<file path="config.mk">
export PLATFORM = sky130hd
export DESIGN_NAME = cssc_scan_ctrl
export DESIGN_NICKNAME = d
export VERILOG_FILES = /design/src/inc/cssc_pkg.sv /design/src/hw/cssc_accum.sv /design/src/hw/cssc_scan_ctrl.sv
export SDC_FILE = /design/constraint.sdc
export NUM_CORES = 1
export LEC_CHECK = 0
export ABC_AREA = 1
export BUFFER_PORTS_ARGS = -buffer_cell sky130_fd_sc_hd__buf_2
export CAP_MARGIN = 20
export CORE_ASPECT_RATIO = 1.2
export CORE_UTILIZATION = 46
export DETAILED_ROUTE_END_ITERATION = 8
export PLACE_DENSITY = 0.67
export SLEW_MARGIN = 25
export SYNTH_ARGS = -nofsm -noshare
export SYNTH_HDL_FRONTEND = slang
export SYNTH_SLANG_ARGS = --single-unit
</file>
<file path="constraint.sdc">
create_clock -name mclk -period 3.8 [get_ports mclk]
set_clock_uncertainty 0.2 [all_clocks]
set_input_delay 0.19 -clock mclk [delete_from_list [all_inputs] [get_ports mclk]]
set_output_delay 0.19 -clock mclk [all_outputs]
set_load 0.02 [all_outputs]
</file>
<file path="src/inc/cssc_pkg.sv">
package cssc_pkg;

	// ==========================================================
	// Sizes
	localparam int NUM_CH = 16;
	localparam int CH_W = 4;
	localparam int DATA_W = 16;
	localparam int SUM_W = 22;
	localparam int CNT_W = 7;

	// ==========================================================
	// Start-of-conversion source codes
	localparam logic [2:0] SRC_BUSY = 3'h0;
	localparam logic [2:0] SRC_TMR0 = 3'h1;
	localparam logic [2:0] SRC_TMR2 = 3'h2;
	localparam logic [2:0] SRC_TMR1 = 3'h3;
	localparam logic [2:0] SRC_TMR3 = 3'h4;
	localparam logic [2:0] SRC_SINGLE_SCAN = 3'h5;
	localparam logic [2:0] SRC_CONT = 3'h6;
	localparam logic [2:0] SRC_CONT_SCAN = 3'h7;

	// ==========================================================
	// Timer overflow bit positions
	localparam int TMR0_BIT = 0;
	localparam int TMR1_BIT = 1;
	localparam int TMR2_BIT = 2;
	localparam int TMR3_BIT = 3;

	// ==========================================================
	// Conversion length codes and kept-bit masks
	localparam logic [1:0] LEN_12 = 2'h0;
	localparam logic [1:0] LEN_13 = 2'h1;
	localparam logic [1:0] LEN_14 = 2'h2;
	localparam logic [1:0] LEN_16 = 2'h3;
	localparam logic [1:0] LEN_RESET = LEN_13;
	localparam logic [15:0] MASK_12 = 16'hFFF0;
	localparam logic [15:0] MASK_13 = 16'hFFF8;
	localparam logic [15:0] MASK_14 = 16'hFFFC;
	localparam logic [15:0] MASK_16 = 16'hFFFF;

	// ==========================================================
	// Gain: code 0 is 1x up to code 7 for 8x
	localparam logic [2:0] GAIN_RESET = 3'h7;

	// ==========================================================
	// Accumulation codes: 1, 4, 8, 16, 32, 64 samples
	localparam logic [2:0] ACC_1 = 3'h0;
	localparam logic [2:0] ACC_4 = 3'h1;
	localparam logic [2:0] ACC_8 = 3'h2;
	localparam logic [2:0] ACC_16 = 3'h3;
	localparam logic [2:0] ACC_32 = 3'h4;
	localparam logic [2:0] ACC_64 = 3'h5;

	// ==========================================================
	// Sequencer states
	typedef enum logic [3:0] {
		ST_IDLE = 4'h1,
		ST_START = 4'h2,
		ST_WAIT = 4'h4,
		ST_SETTLE = 4'h8
	} cssc_state_t;

endpackage

</file>
<file path="src/hw/cssc_accum.sv">
`timescale 1ns/1ns
`default_nettype none

module cssc_accum (
	// Clock and reset
	input wire logic mclk,
	input wire logic rst,
	// Control
	input wire logic clear,
	input wire logic [1:0] len_code,
	input wire logic [2:0] acc_code,
	// Samples
	input wire logic sample_valid,
	input wire logic [cssc_pkg::DATA_W-1:0] sample,
	// Result
	output logic acc_done,
	output logic [cssc_pkg::DATA_W-1:0] acc_result
);

	// ==========================================================
	// Length masking and set size
	logic [cssc_pkg::DATA_W-1:0] kept;
	logic [2:0] shift;
	logic [cssc_pkg::SUM_W-1:0] sum;
	logic [cssc_pkg::SUM_W-1:0] next_sum;
	logic [cssc_pkg::CNT_W-1:0] count;
	logic [cssc_pkg::CNT_W-1:0] target;

	always_comb begin
		unique case (len_code)
			cssc_pkg::LEN_12: kept = sample & cssc_pkg::MASK_12;
			cssc_pkg::LEN_13: kept = sample & cssc_pkg::MASK_13;
			cssc_pkg::LEN_14: kept = sample & cssc_pkg::MASK_14;
			cssc_pkg::LEN_16: kept = sample & cssc_pkg::MASK_16;
		endcase
	end

	always_comb begin
		case (acc_code)
			cssc_pkg::ACC_4: shift = 3'h2;
			cssc_pkg::ACC_8: shift = 3'h3;
			cssc_pkg::ACC_16: shift = 3'h4;
			cssc_pkg::ACC_32: shift = 3'h5;
			cssc_pkg::ACC_64: shift = 3'h6;
			default: shift = 3'h0;
		endcase
		target = 7'h01 << shift;
		next_sum = sum + {6'h00, kept};
	end

	// ==========================================================
	// Accumulate, divide on the last sample of a set
	always_ff @(posedge mclk) begin
		if (rst || clear) begin
			sum <= '0;
			count <= '0;
			acc_done <= 1'b0;
			acc_result <= '0;
		end else begin
			acc_done <= 1'b0;
			if (sample_valid) begin
				if (count + 7'h01 >= target) begin
					acc_done <= 1'b1;
					acc_result <= cssc_pkg::DATA_W'(next_sum >> shift);
					sum <= '0;
					count <= '0;
				end else begin
					sum <= next_sum;
					count <= count + 7'h01;
				end
			end
		end
	end

endmodule

`default_nettype wire

</file>
<file path="src/hw/cssc_scan_ctrl.sv">
`timescale 1ns/1ns
`default_nettype none

// Function
// - Eight conversion start sources chosen by the three-bit start mode field.
// - Continuous modes begin after busy set; complete interrupt when enabled.
// - Single scan converts each mask-enabled channel from the start channel upward once, end-of-scan after last.
// - Conversion length 12, 13, 14 or 16 bits, 13 at reset, rest zero.
// - With accumulation, completion interrupt only after the final conversion of set.
// - Multi-channel enable shorts all mask channels into one conversion.
// - Gain one to eight times in whole steps, eight after reset.
// - Mask scan wakes at end of scan (101) or each set (110, 111).
// - Mode 111 is range scan; start-channel write copies to mux; busy starts.
// - Range scan steps mux per set through end channel, then reloads start.
// - Range scan grounds other channels between start and end during conversion.
// - Range scan converts every mux channel; finishes rotation under debug halt.
// - Scanning keeps running in suspend; greater-than event may wake.
// - Mode 101 stops on touch holding that channel; busy write resumes.
// - Mode 101 stops after a clean pass; wakes if wake-on-interrupt set.
// - Greater flag follows result above threshold; interrupt when set, if enabled.
// - With accumulation, compare only after last conversion of set.
// - Greater flag during scan blocks further scan conversions until busy write.
// - Greater-than event wakes from suspend regardless of comparator interrupt enable.
module cssc_scan_ctrl (
	// Clock and reset
	input wire logic mclk,
	input wire logic rst,
	// Configuration
	input wire logic sense_enable,
	input wire logic [2:0] start_mode_field,
	input wire logic mask_scan_enable,
	input wire logic multi_channel_enable,
	input wire logic wake_on_interrupt,
	input wire logic [1:0] conv_length_field,
	input wire logic [2:0] gain_select,
	input wire logic [2:0] accum_select,
	input wire logic [7:0] scan_mask_low,
	input wire logic [7:0] scan_mask_high,
	input wire logic [cssc_pkg::CH_W-1:0] scan_end_channel,
	input wire logic [cssc_pkg::DATA_W-1:0] threshold,
	input wire logic complete_irq_enable,
	input wire logic greater_irq_enable,
	// Software strobes
	input wire logic busy_write,
	input wire logic start_write,
	input wire logic [cssc_pkg::CH_W-1:0] scan_start_channel,
	input wire logic mux_write,
	input wire logic [cssc_pkg::CH_W-1:0] mux_wdata,
	input wire logic complete_clear,
	input wire logic end_scan_clear,
	// System events
	input wire logic [3:0] timer_overflow,
	input wire logic debug_halt,
	// Analog front end
	input wire logic conv_done,
	input wire logic [cssc_pkg::DATA_W-1:0] conv_raw,
	output logic conv_start,
	output logic [cssc_pkg::CH_W-1:0] channel_mux,
	output logic [cssc_pkg::NUM_CH-1:0] ground_mask,
	output logic [cssc_pkg::NUM_CH-1:0] short_mask,
	output logic [2:0] gain_code,
	output logic [1:0] length_code,
	// Status and events
	output logic convert_busy_bit,
	output logic complete_flag,
	output logic end_scan_flag,
	output logic greater_than_flag,
	output logic [cssc_pkg::DATA_W-1:0] result,
	output logic complete_irq,
	output logic greater_irq,
	output logic wake_event
);

	// ==========================================================
	// Declarations
	cssc_pkg::cssc_state_t state;
	logic [cssc_pkg::NUM_CH-1:0] scan_mask;
	logic [cssc_pkg::CH_W-1:0] start_ch;
	logic range_scan;
	logic mask_scan;
	logic cont_mode;
	logic trig;
	logic accept;
	logic acc_done;
	logic [cssc_pkg::DATA_W-1:0] acc_result;
	logic is_greater;
	logic [cssc_pkg::CH_W-1:0] nxt_ch;
	logic nxt_wrap;
	logic stop_now;
	logic eos_now;
	logic wake_now;
	logic [cssc_pkg::CH_W-1:0] next_mux;
	logic [cssc_pkg::NUM_CH-1:0] next_ground;

	assign scan_mask = {scan_mask_high, scan_mask_low};

	// ==========================================================
	// Mode decode
	always_comb begin
		range_scan = !mask_scan_enable && !multi_channel_enable
			&& start_mode_field == cssc_pkg::SRC_CONT_SCAN;
		mask_scan = mask_scan_enable && !multi_channel_enable
			&& (start_mode_field == cssc_pkg::SRC_SINGLE_SCAN
			|| start_mode_field == cssc_pkg::SRC_CONT
			|| start_mode_field == cssc_pkg::SRC_CONT_SCAN);
		cont_mode = start_mode_field == cssc_pkg::SRC_CONT
			|| start_mode_field == cssc_pkg::SRC_CONT_SCAN;
	end

	// ==========================================================
	// Start source selection
	always_comb begin
		unique case (start_mode_field)
			cssc_pkg::SRC_TMR0: trig = timer_overflow[cssc_pkg::TMR0_BIT];
			cssc_pkg::SRC_TMR2: trig = timer_overflow[cssc_pkg::TMR2_BIT];
			cssc_pkg::SRC_TMR1: trig = timer_overflow[cssc_pkg::TMR1_BIT];
			cssc_pkg::SRC_TMR3: trig = timer_overflow[cssc_pkg::TMR3_BIT];
			cssc_pkg::SRC_BUSY,
			cssc_pkg::SRC_SINGLE_SCAN,
			cssc_pkg::SRC_CONT,
			cssc_pkg::SRC_CONT_SCAN: trig = 1'b0;
		endcase
		// Continuous modes wait for the busy write, never a timer
		accept = sense_enable && state == cssc_pkg::ST_IDLE
			&& (busy_write || trig);
	end

	// ==========================================================
	// Next enabled mask channel after the current one
	function automatic logic [cssc_pkg::CH_W:0] next_enabled(
		input logic [cssc_pkg::NUM_CH-1:0] mask,
		input logic [cssc_pkg::CH_W-1:0] cur
	);
		logic [cssc_pkg::CH_W-1:0] idx;
		logic found;
		logic [cssc_pkg::CH_W:0] res;
		found = 1'b0;
		res = {1'b1, cur};
		for (int i = 1; i <= cssc_pkg::NUM_CH; i++) begin
			idx = cur + cssc_pkg::CH_W'(i);
			if (!found && mask[idx]) begin
				found = 1'b1;
				res = {(idx <= cur), idx};
			end
		end
		return res;
	endfunction

	// ==========================================================
	// Set evaluation
	always_comb begin
		is_greater = acc_result > threshold;
		{nxt_wrap, nxt_ch} = next_enabled(scan_mask, channel_mux);
		stop_now = 1'b1;
		eos_now = 1'b0;
		wake_now = is_greater;
		next_mux = channel_mux;
		if ((range_scan || mask_scan) && is_greater) begin
			stop_now = 1'b1;
		end else if (mask_scan) begin
			next_mux = nxt_ch;
			if (start_mode_field == cssc_pkg::SRC_SINGLE_SCAN) begin
				stop_now = nxt_wrap;
				eos_now = nxt_wrap;
				if (nxt_wrap && wake_on_interrupt) begin
					wake_now = 1'b1;
				end
			end else begin
				stop_now = 1'b0;
				if (wake_on_interrupt) begin
					wake_now = 1'b1;
				end
			end
		end else if (range_scan) begin
			if (channel_mux == scan_end_channel) begin
				next_mux = start_ch;
				// Halting mid-rotation would leave the mux unknown to firmware
				stop_now = debug_halt;
			end else begin
				next_mux = channel_mux + 4'h1;
				stop_now = 1'b0;
			end
		end else if (cont_mode) begin
			stop_now = 1'b0;
		end
	end

	// ==========================================================
	// Grounding of idle channels inside the scan range
	for (genvar g = 0; g < cssc_pkg::NUM_CH; g++) begin : gen_gnd
		assign next_ground[g] = range_scan && state != cssc_pkg::ST_IDLE
			&& g >= start_ch && g <= scan_end_channel
			&& g != channel_mux;
	end

	// ==========================================================
	// Sequencer
	always_ff @(posedge mclk) begin
		if (rst) begin
			state <= cssc_pkg::ST_IDLE;
		end else if (!sense_enable) begin
			state <= cssc_pkg::ST_IDLE;
		end else begin
			unique case (state)
				cssc_pkg::ST_IDLE: begin
					if (accept) begin
						state <= cssc_pkg::ST_START;
					end
				end
				cssc_pkg::ST_START: begin
					state <= cssc_pkg::ST_WAIT;
				end
				cssc_pkg::ST_WAIT: begin
					if (conv_done) begin
						state <= cssc_pkg::ST_SETTLE;
					end
				end
				cssc_pkg::ST_SETTLE: begin
					if (acc_done && stop_now) begin
						state <= cssc_pkg::ST_IDLE;
					end else begin
						state <= cssc_pkg::ST_START;
					end
				end
				default: state <= cssc_pkg::ST_IDLE;
			endcase
		end
	end

	always_ff @(posedge mclk) begin
		if (rst) begin
			conv_start <= 1'b0;
		end else begin
			conv_start <= sense_enable && state == cssc_pkg::ST_START;
		end
	end

	// ==========================================================
	// Accumulator and divider
	cssc_accum u_accum (
		.mclk(mclk),
		.rst(rst),
		.clear(accept),
		.len_code(length_code),
		.acc_code(accum_select),
		.sample_valid(state == cssc_pkg::ST_WAIT && conv_done),
		.sample(conv_raw),
		.acc_done(acc_done),
		.acc_result(acc_result)
	);

	// ==========================================================
	// Channel selection
	always_ff @(posedge mclk) begin
		if (rst) begin
			channel_mux <= '0;
			start_ch <= '0;
		end else begin
			if (start_write) begin
				start_ch <= scan_start_channel;
			end
			if (start_write && (range_scan || mask_scan)) begin
				channel_mux <= scan_start_channel;
			end else if (mux_write && state == cssc_pkg::ST_IDLE) begin
				channel_mux <= mux_wdata;
			end else if (state == cssc_pkg::ST_SETTLE && acc_done) begin
				channel_mux <= next_mux;
			end
		end
	end

	always_ff @(posedge mclk) begin
		if (rst) begin
			ground_mask <= '0;
			short_mask <= '0;
		end else begin
			ground_mask <= next_ground;
			short_mask <= multi_channel_enable ? scan_mask : '0;
		end
	end

	// ==========================================================
	// Front-end settings
	always_ff @(posedge mclk) begin
		if (rst) begin
			gain_code <= cssc_pkg::GAIN_RESET;
			length_code <= cssc_pkg::LEN_RESET;
		end else begin
			gain_code <= gain_select;
			length_code <= conv_length_field;
		end
	end

	// ==========================================================
	// Busy and completion flags, hardware set wins over clear
	always_ff @(posedge mclk) begin
		if (rst) begin
			convert_busy_bit <= 1'b0;
		end else if (!sense_enable) begin
			convert_busy_bit <= 1'b0;
		end else if (accept) begin
			convert_busy_bit <= 1'b1;
		end else if (state == cssc_pkg::ST_SETTLE && acc_done && stop_now) begin
			convert_busy_bit <= 1'b0;
		end
	end

	always_ff @(posedge mclk) begin
		if (rst) begin
			complete_flag <= 1'b0;
			end_scan_flag <= 1'b0;
		end else begin
			if (state == cssc_pkg::ST_SETTLE && acc_done) begin
				complete_flag <= 1'b1;
			end else if (complete_clear) begin
				complete_flag <= 1'b0;
			end
			if (state == cssc_pkg::ST_SETTLE && acc_done && eos_now) begin
				end_scan_flag <= 1'b1;
			end else if (end_scan_clear) begin
				end_scan_flag <= 1'b0;
			end
		end
	end

	// ==========================================================
	// Comparator and result
	always_ff @(posedge mclk) begin
		if (rst) begin
			greater_than_flag <= 1'b0;
			result <= '0;
		end else if (state == cssc_pkg::ST_SETTLE && acc_done) begin
			greater_than_flag <= is_greater;
			result <= acc_result;
		end
	end

	// ==========================================================
	// Interrupt and wake lines
	always_ff @(posedge mclk) begin
		if (rst) begin
			complete_irq <= 1'b0;
			greater_irq <= 1'b0;
			wake_event <= 1'b0;
		end else begin
			complete_irq <= complete_irq_enable
				&& state == cssc_pkg::ST_SETTLE && acc_done;
			greater_irq <= greater_irq_enable
				&& state == cssc_pkg::ST_SETTLE && acc_done && is_greater;
			// Wake ignores the comparator interrupt enable on purpose
			wake_event <= state == cssc_pkg::ST_SETTLE && acc_done
				&& wake_now;
		end
	end

endmodule

`default_nettype wire

</file>
==> flow_metrics.py <==
metrics = {
    "outcome": {
        "status": "complete, no violations",
    },
    "placed_design": {
        "io_buffers": 154,
        "place_congestion": 0.9932,
        "place_hpwl_mm": 23.55,
    },
    "synthesis": {
        "yosysUniqueCellTypes": 51,
        "yosys_most_used_dff": "dfxtp_1",
        "synth_cells": 1375,
        "synthesis.nets": 1527,
        "synth_warnings": 0,
        "async_reset_ff_share_pct": 0,
        "seq_area_frac_synth_pct": 27.34,
        "syn_area_per_cell_sq_um": 6.338,
        "synth-edff-count": 0,
        "ys_ff_latch": 119,
        "synth_area_sq_mm": 0.008715,
    },
    "die": {
        "die_y_um": 152.8,
        "pin_count": 155,
        "start_util_pct": 47.42,
        "core_sq_mm": 0.01838,
        "die_w_um": 127.6,
        "die_area_sq_mm": 0.01950,
        "num_rows": 54,
    },
    "routing": {
        "drtIter0Drc": 561,
        "vias_per_cell": 5.302,
        "num_vias": 10160,
        "drc_errors": 0,
        "dr.pass1.iters": 5,
        "routedWlPerCell_um": 15.96,
        "postRouteAntennaNets": 0,
        "routed_wl_mm": 30.59,
    },
    "cells_and_area": {
        "mostFrequentLayoutCell": "nand2_1",
        "final_cell_mix": "nand2_1, inv_1, buf_2, dfxtp_1, nor2_1",
        "nets": 1806,
        "post-route-util_pct": 63.67,
        "synthToLayoutAreaGrowth_pct": 34.27,
        "drive_above_1_share_pct": 22.30,
    },
    "worst_setup_path": {
        "critPathSlowestCell": "dfxtp_2",
        "crit_top_cell": "nand2_1",
        "arrival_ns": 3.73,
        "path_max_fanout": 5,
        "slowest_delay_ns": 0.35,
        "start_kind": "flop",
        "worstPathRequired_ns": 3.90,
        "crit_path_end_kind": "flop",
        "critical_path_class": "reg2reg",
    },
    "timing": {
        "max_freq_mhz": 275.5,
        "tightest_slew_ns": 1.054,
        "hold_violations": 0,
        "setup_viol": 0,
        "drv_slew": 0,
        "slew_headroom_pct": 29.68,
        "holdWs_ns": 0.06084,
        "fin_crit_ns": 3.630,
        "timing.final.crit_share_pct": 95.53,
    },
    "clock_network": {
        "path_clk_slew_ns": 0.06,
        "clockBufferDepth": 2,
        "cts_root_buf": "clkbuf_16",
        "cts_made_buffers": 17,
        "insertion_delay_ns": 0.41,
        "htree_levels": 4,
        "cts_tree": "built",
        "cts_sinks": 119,
    },
    "global_routing": {
        "antenna_found_initial": 1,
        "gr-total-overflow": 0,
        "grt_use_total_pct": 31.14,
        "grt_max_degree": 31,
        "grt_pass1_vias": 9652,
        "grt_pass1_wl_mm": 47.51,
    },
    "power_and_ir_drop": {
        "swShare_pct": 38.10,
        "peakVddDrop_mv": 0.2919,
        "internal_power_uw": 2900,
        "p_leak_uw": 0.005799,
        "power_density_mw_per_mm2": 400.5,
        "p_seq_share_pct": 27.4,
        "pwr-share-clk_pct": 31.7,
        "pwr-share-comb_pct": 40.9,
        "p_sw_uw": 1785,
    },
    "job": {
        "drv_cap": 0,
    },
    "min_path": {
        "hold_class": "in2reg",
    },
}
registers in the layout (all words and copies together) (netlist names):
| register | cells |
|---|---|
| u_accum.sum | 22 |
| ground_mask | 16 |
| result | 16 |
| short_mask | 16 |
| u_accum.acc_result | 16 |
| u_accum.count | 7 |
| channel_mux | 4 |
| start_ch | 4 |
| state | 4 |
| gain_code | 3 |
| length_code | 2 |
| complete_flag | 1 |
| complete_irq | 1 |
| conv_start | 1 |
| convert_busy_bit | 1 |
| end_scan_flag | 1 |
| greater_irq | 1 |
| greater_than_flag | 1 |
| u_accum.acc_done | 1 |
| wake_event | 1 |
final timing paths:
path	startpoint	endpoint	slack (ns)	cells past startpoint
worst min-delay path	rst	length_code[1]$_SDFF_PP0_	0.06	2
worst max register to register	channel_mux[1]$_SDFFE_PP0P_	convert_busy_bit$_SDFFE_PP0P_	0.17	27
worst max-delay path	channel_mux[1]$_SDFFE_PP0P_	convert_busy_bit$_SDFFE_PP0P_	0.17	27
worst min register to register	result[13]$_SDFFE_PP0P_	result[13]$_SDFFE_PP0P_	0.26	2
cells in the mapped netlist (5+ instances only):
library cell    n  area, sq um
a211oi_1        8        60.06
a21oi_1       105        525.5
a221oi_1        6        52.55
a22oi_1         5        37.54
a31oi_1         7        43.79
buf_2           7        35.03
clkbuf_1       29        108.9
dfxtp_1       119         2382
ha_1           61        763.2
inv_1         163        611.8
inv_2           6        22.52
mux2i_1         5        50.05
nand2_1       383         1438
nand3_1       110        550.5
nand4_1        11        68.82
nor2_1        118        442.9
nor3_1         18        90.09
nor4_1          5        31.28
o211ai_1       13        97.59
o21a_1          6        45.04
o21ai_0        83        415.4
o21ai_1        11        55.05
o21bai_1        8        60.06
or2_2           8        50.05
xnor2_1        10        87.58
xor2_1         19        166.4
final cells by class:
cell class / instances / area, sq um
Antenna cell: 1 / 2.502
Clock buffer: 19 / 442.9
Clock inverter: 10 / 83.83
Fill cell: 1760 / 6676
Inverter: 173 / 654.4
Multi-Input combinational cell: 1042 / 5788
Sequential cell: 119 / 2389
Tap cell: 252 / 315.3
Timing Repair Buffer: 301 / 2026
kinds of logic after synthesis:
kind of cell	synth area share, %
and+or+nand+nor	32.41
AOI/OAI and AO/OA	18.21
buffers and inverters	9.576
DFF	27.34
adders and majority gates	8.988
xor gates and xnor gates	2.915
muxes	0.5743
power groups by stage:
| stage | combinational [uW] | clock (uW) | sequential, uW |
|---|---|---|---|
| finish | 1910 | 1490 | 1290 |
| detailed placement | 1680 | 0 | 1310 |
| global placement | 1690 | 0 | 1310 |
| floorplan | 1000 | 0 | 1330 |
| CTS | 1730 | 1510 | 1280 |
| global route | 2100 | 1560 | 1290 |
stage by stage:
stage	instance area [sq um]	std cells	TNS, ns	power, uW	setup WS (ns)
after detailed placement	10330	1835	-0.03354	2992	-0.03354
after CTS	11310	1909	0	4519	0.05195
final	11700	1917	0	4686	0.1699
after global placement	10330	1835	-0.02031	2997	-0.02031
after floorplan	8720	1375	0	2339	0.07493
after global routing	11700	1917	-0.1501	4951	-0.06323
critical path, delay by kind of cell (launching register included):
family,cells,cell delay (ns)
compound gates,3,0.35
fa+ha+maj,1,0.15
buf+inv,4,0.40
flops,1,0.35
simple gates,19,2.05
repair_timing:
item                                    in CTS  in global routing
hold buffers                                45                  0
buffers inserted                             0                  7
gates resized for setup                      0                 88
endpoints found under the setup margin       0                 17
hold endpoints to repair                    44                  0
per-layer routing:
metal / routed length (um) / global-route usage, % / vias up
li1: - / - / 5101
met1: 11710 / 32.33 / 4686
met2: 16340 / 60.34 / 293
met3: 1070 / 3.862 / 83
met4: 1470 / 15.57 / 0
met5: 0 / 0 / -
(Power assumes the default switching activity.)
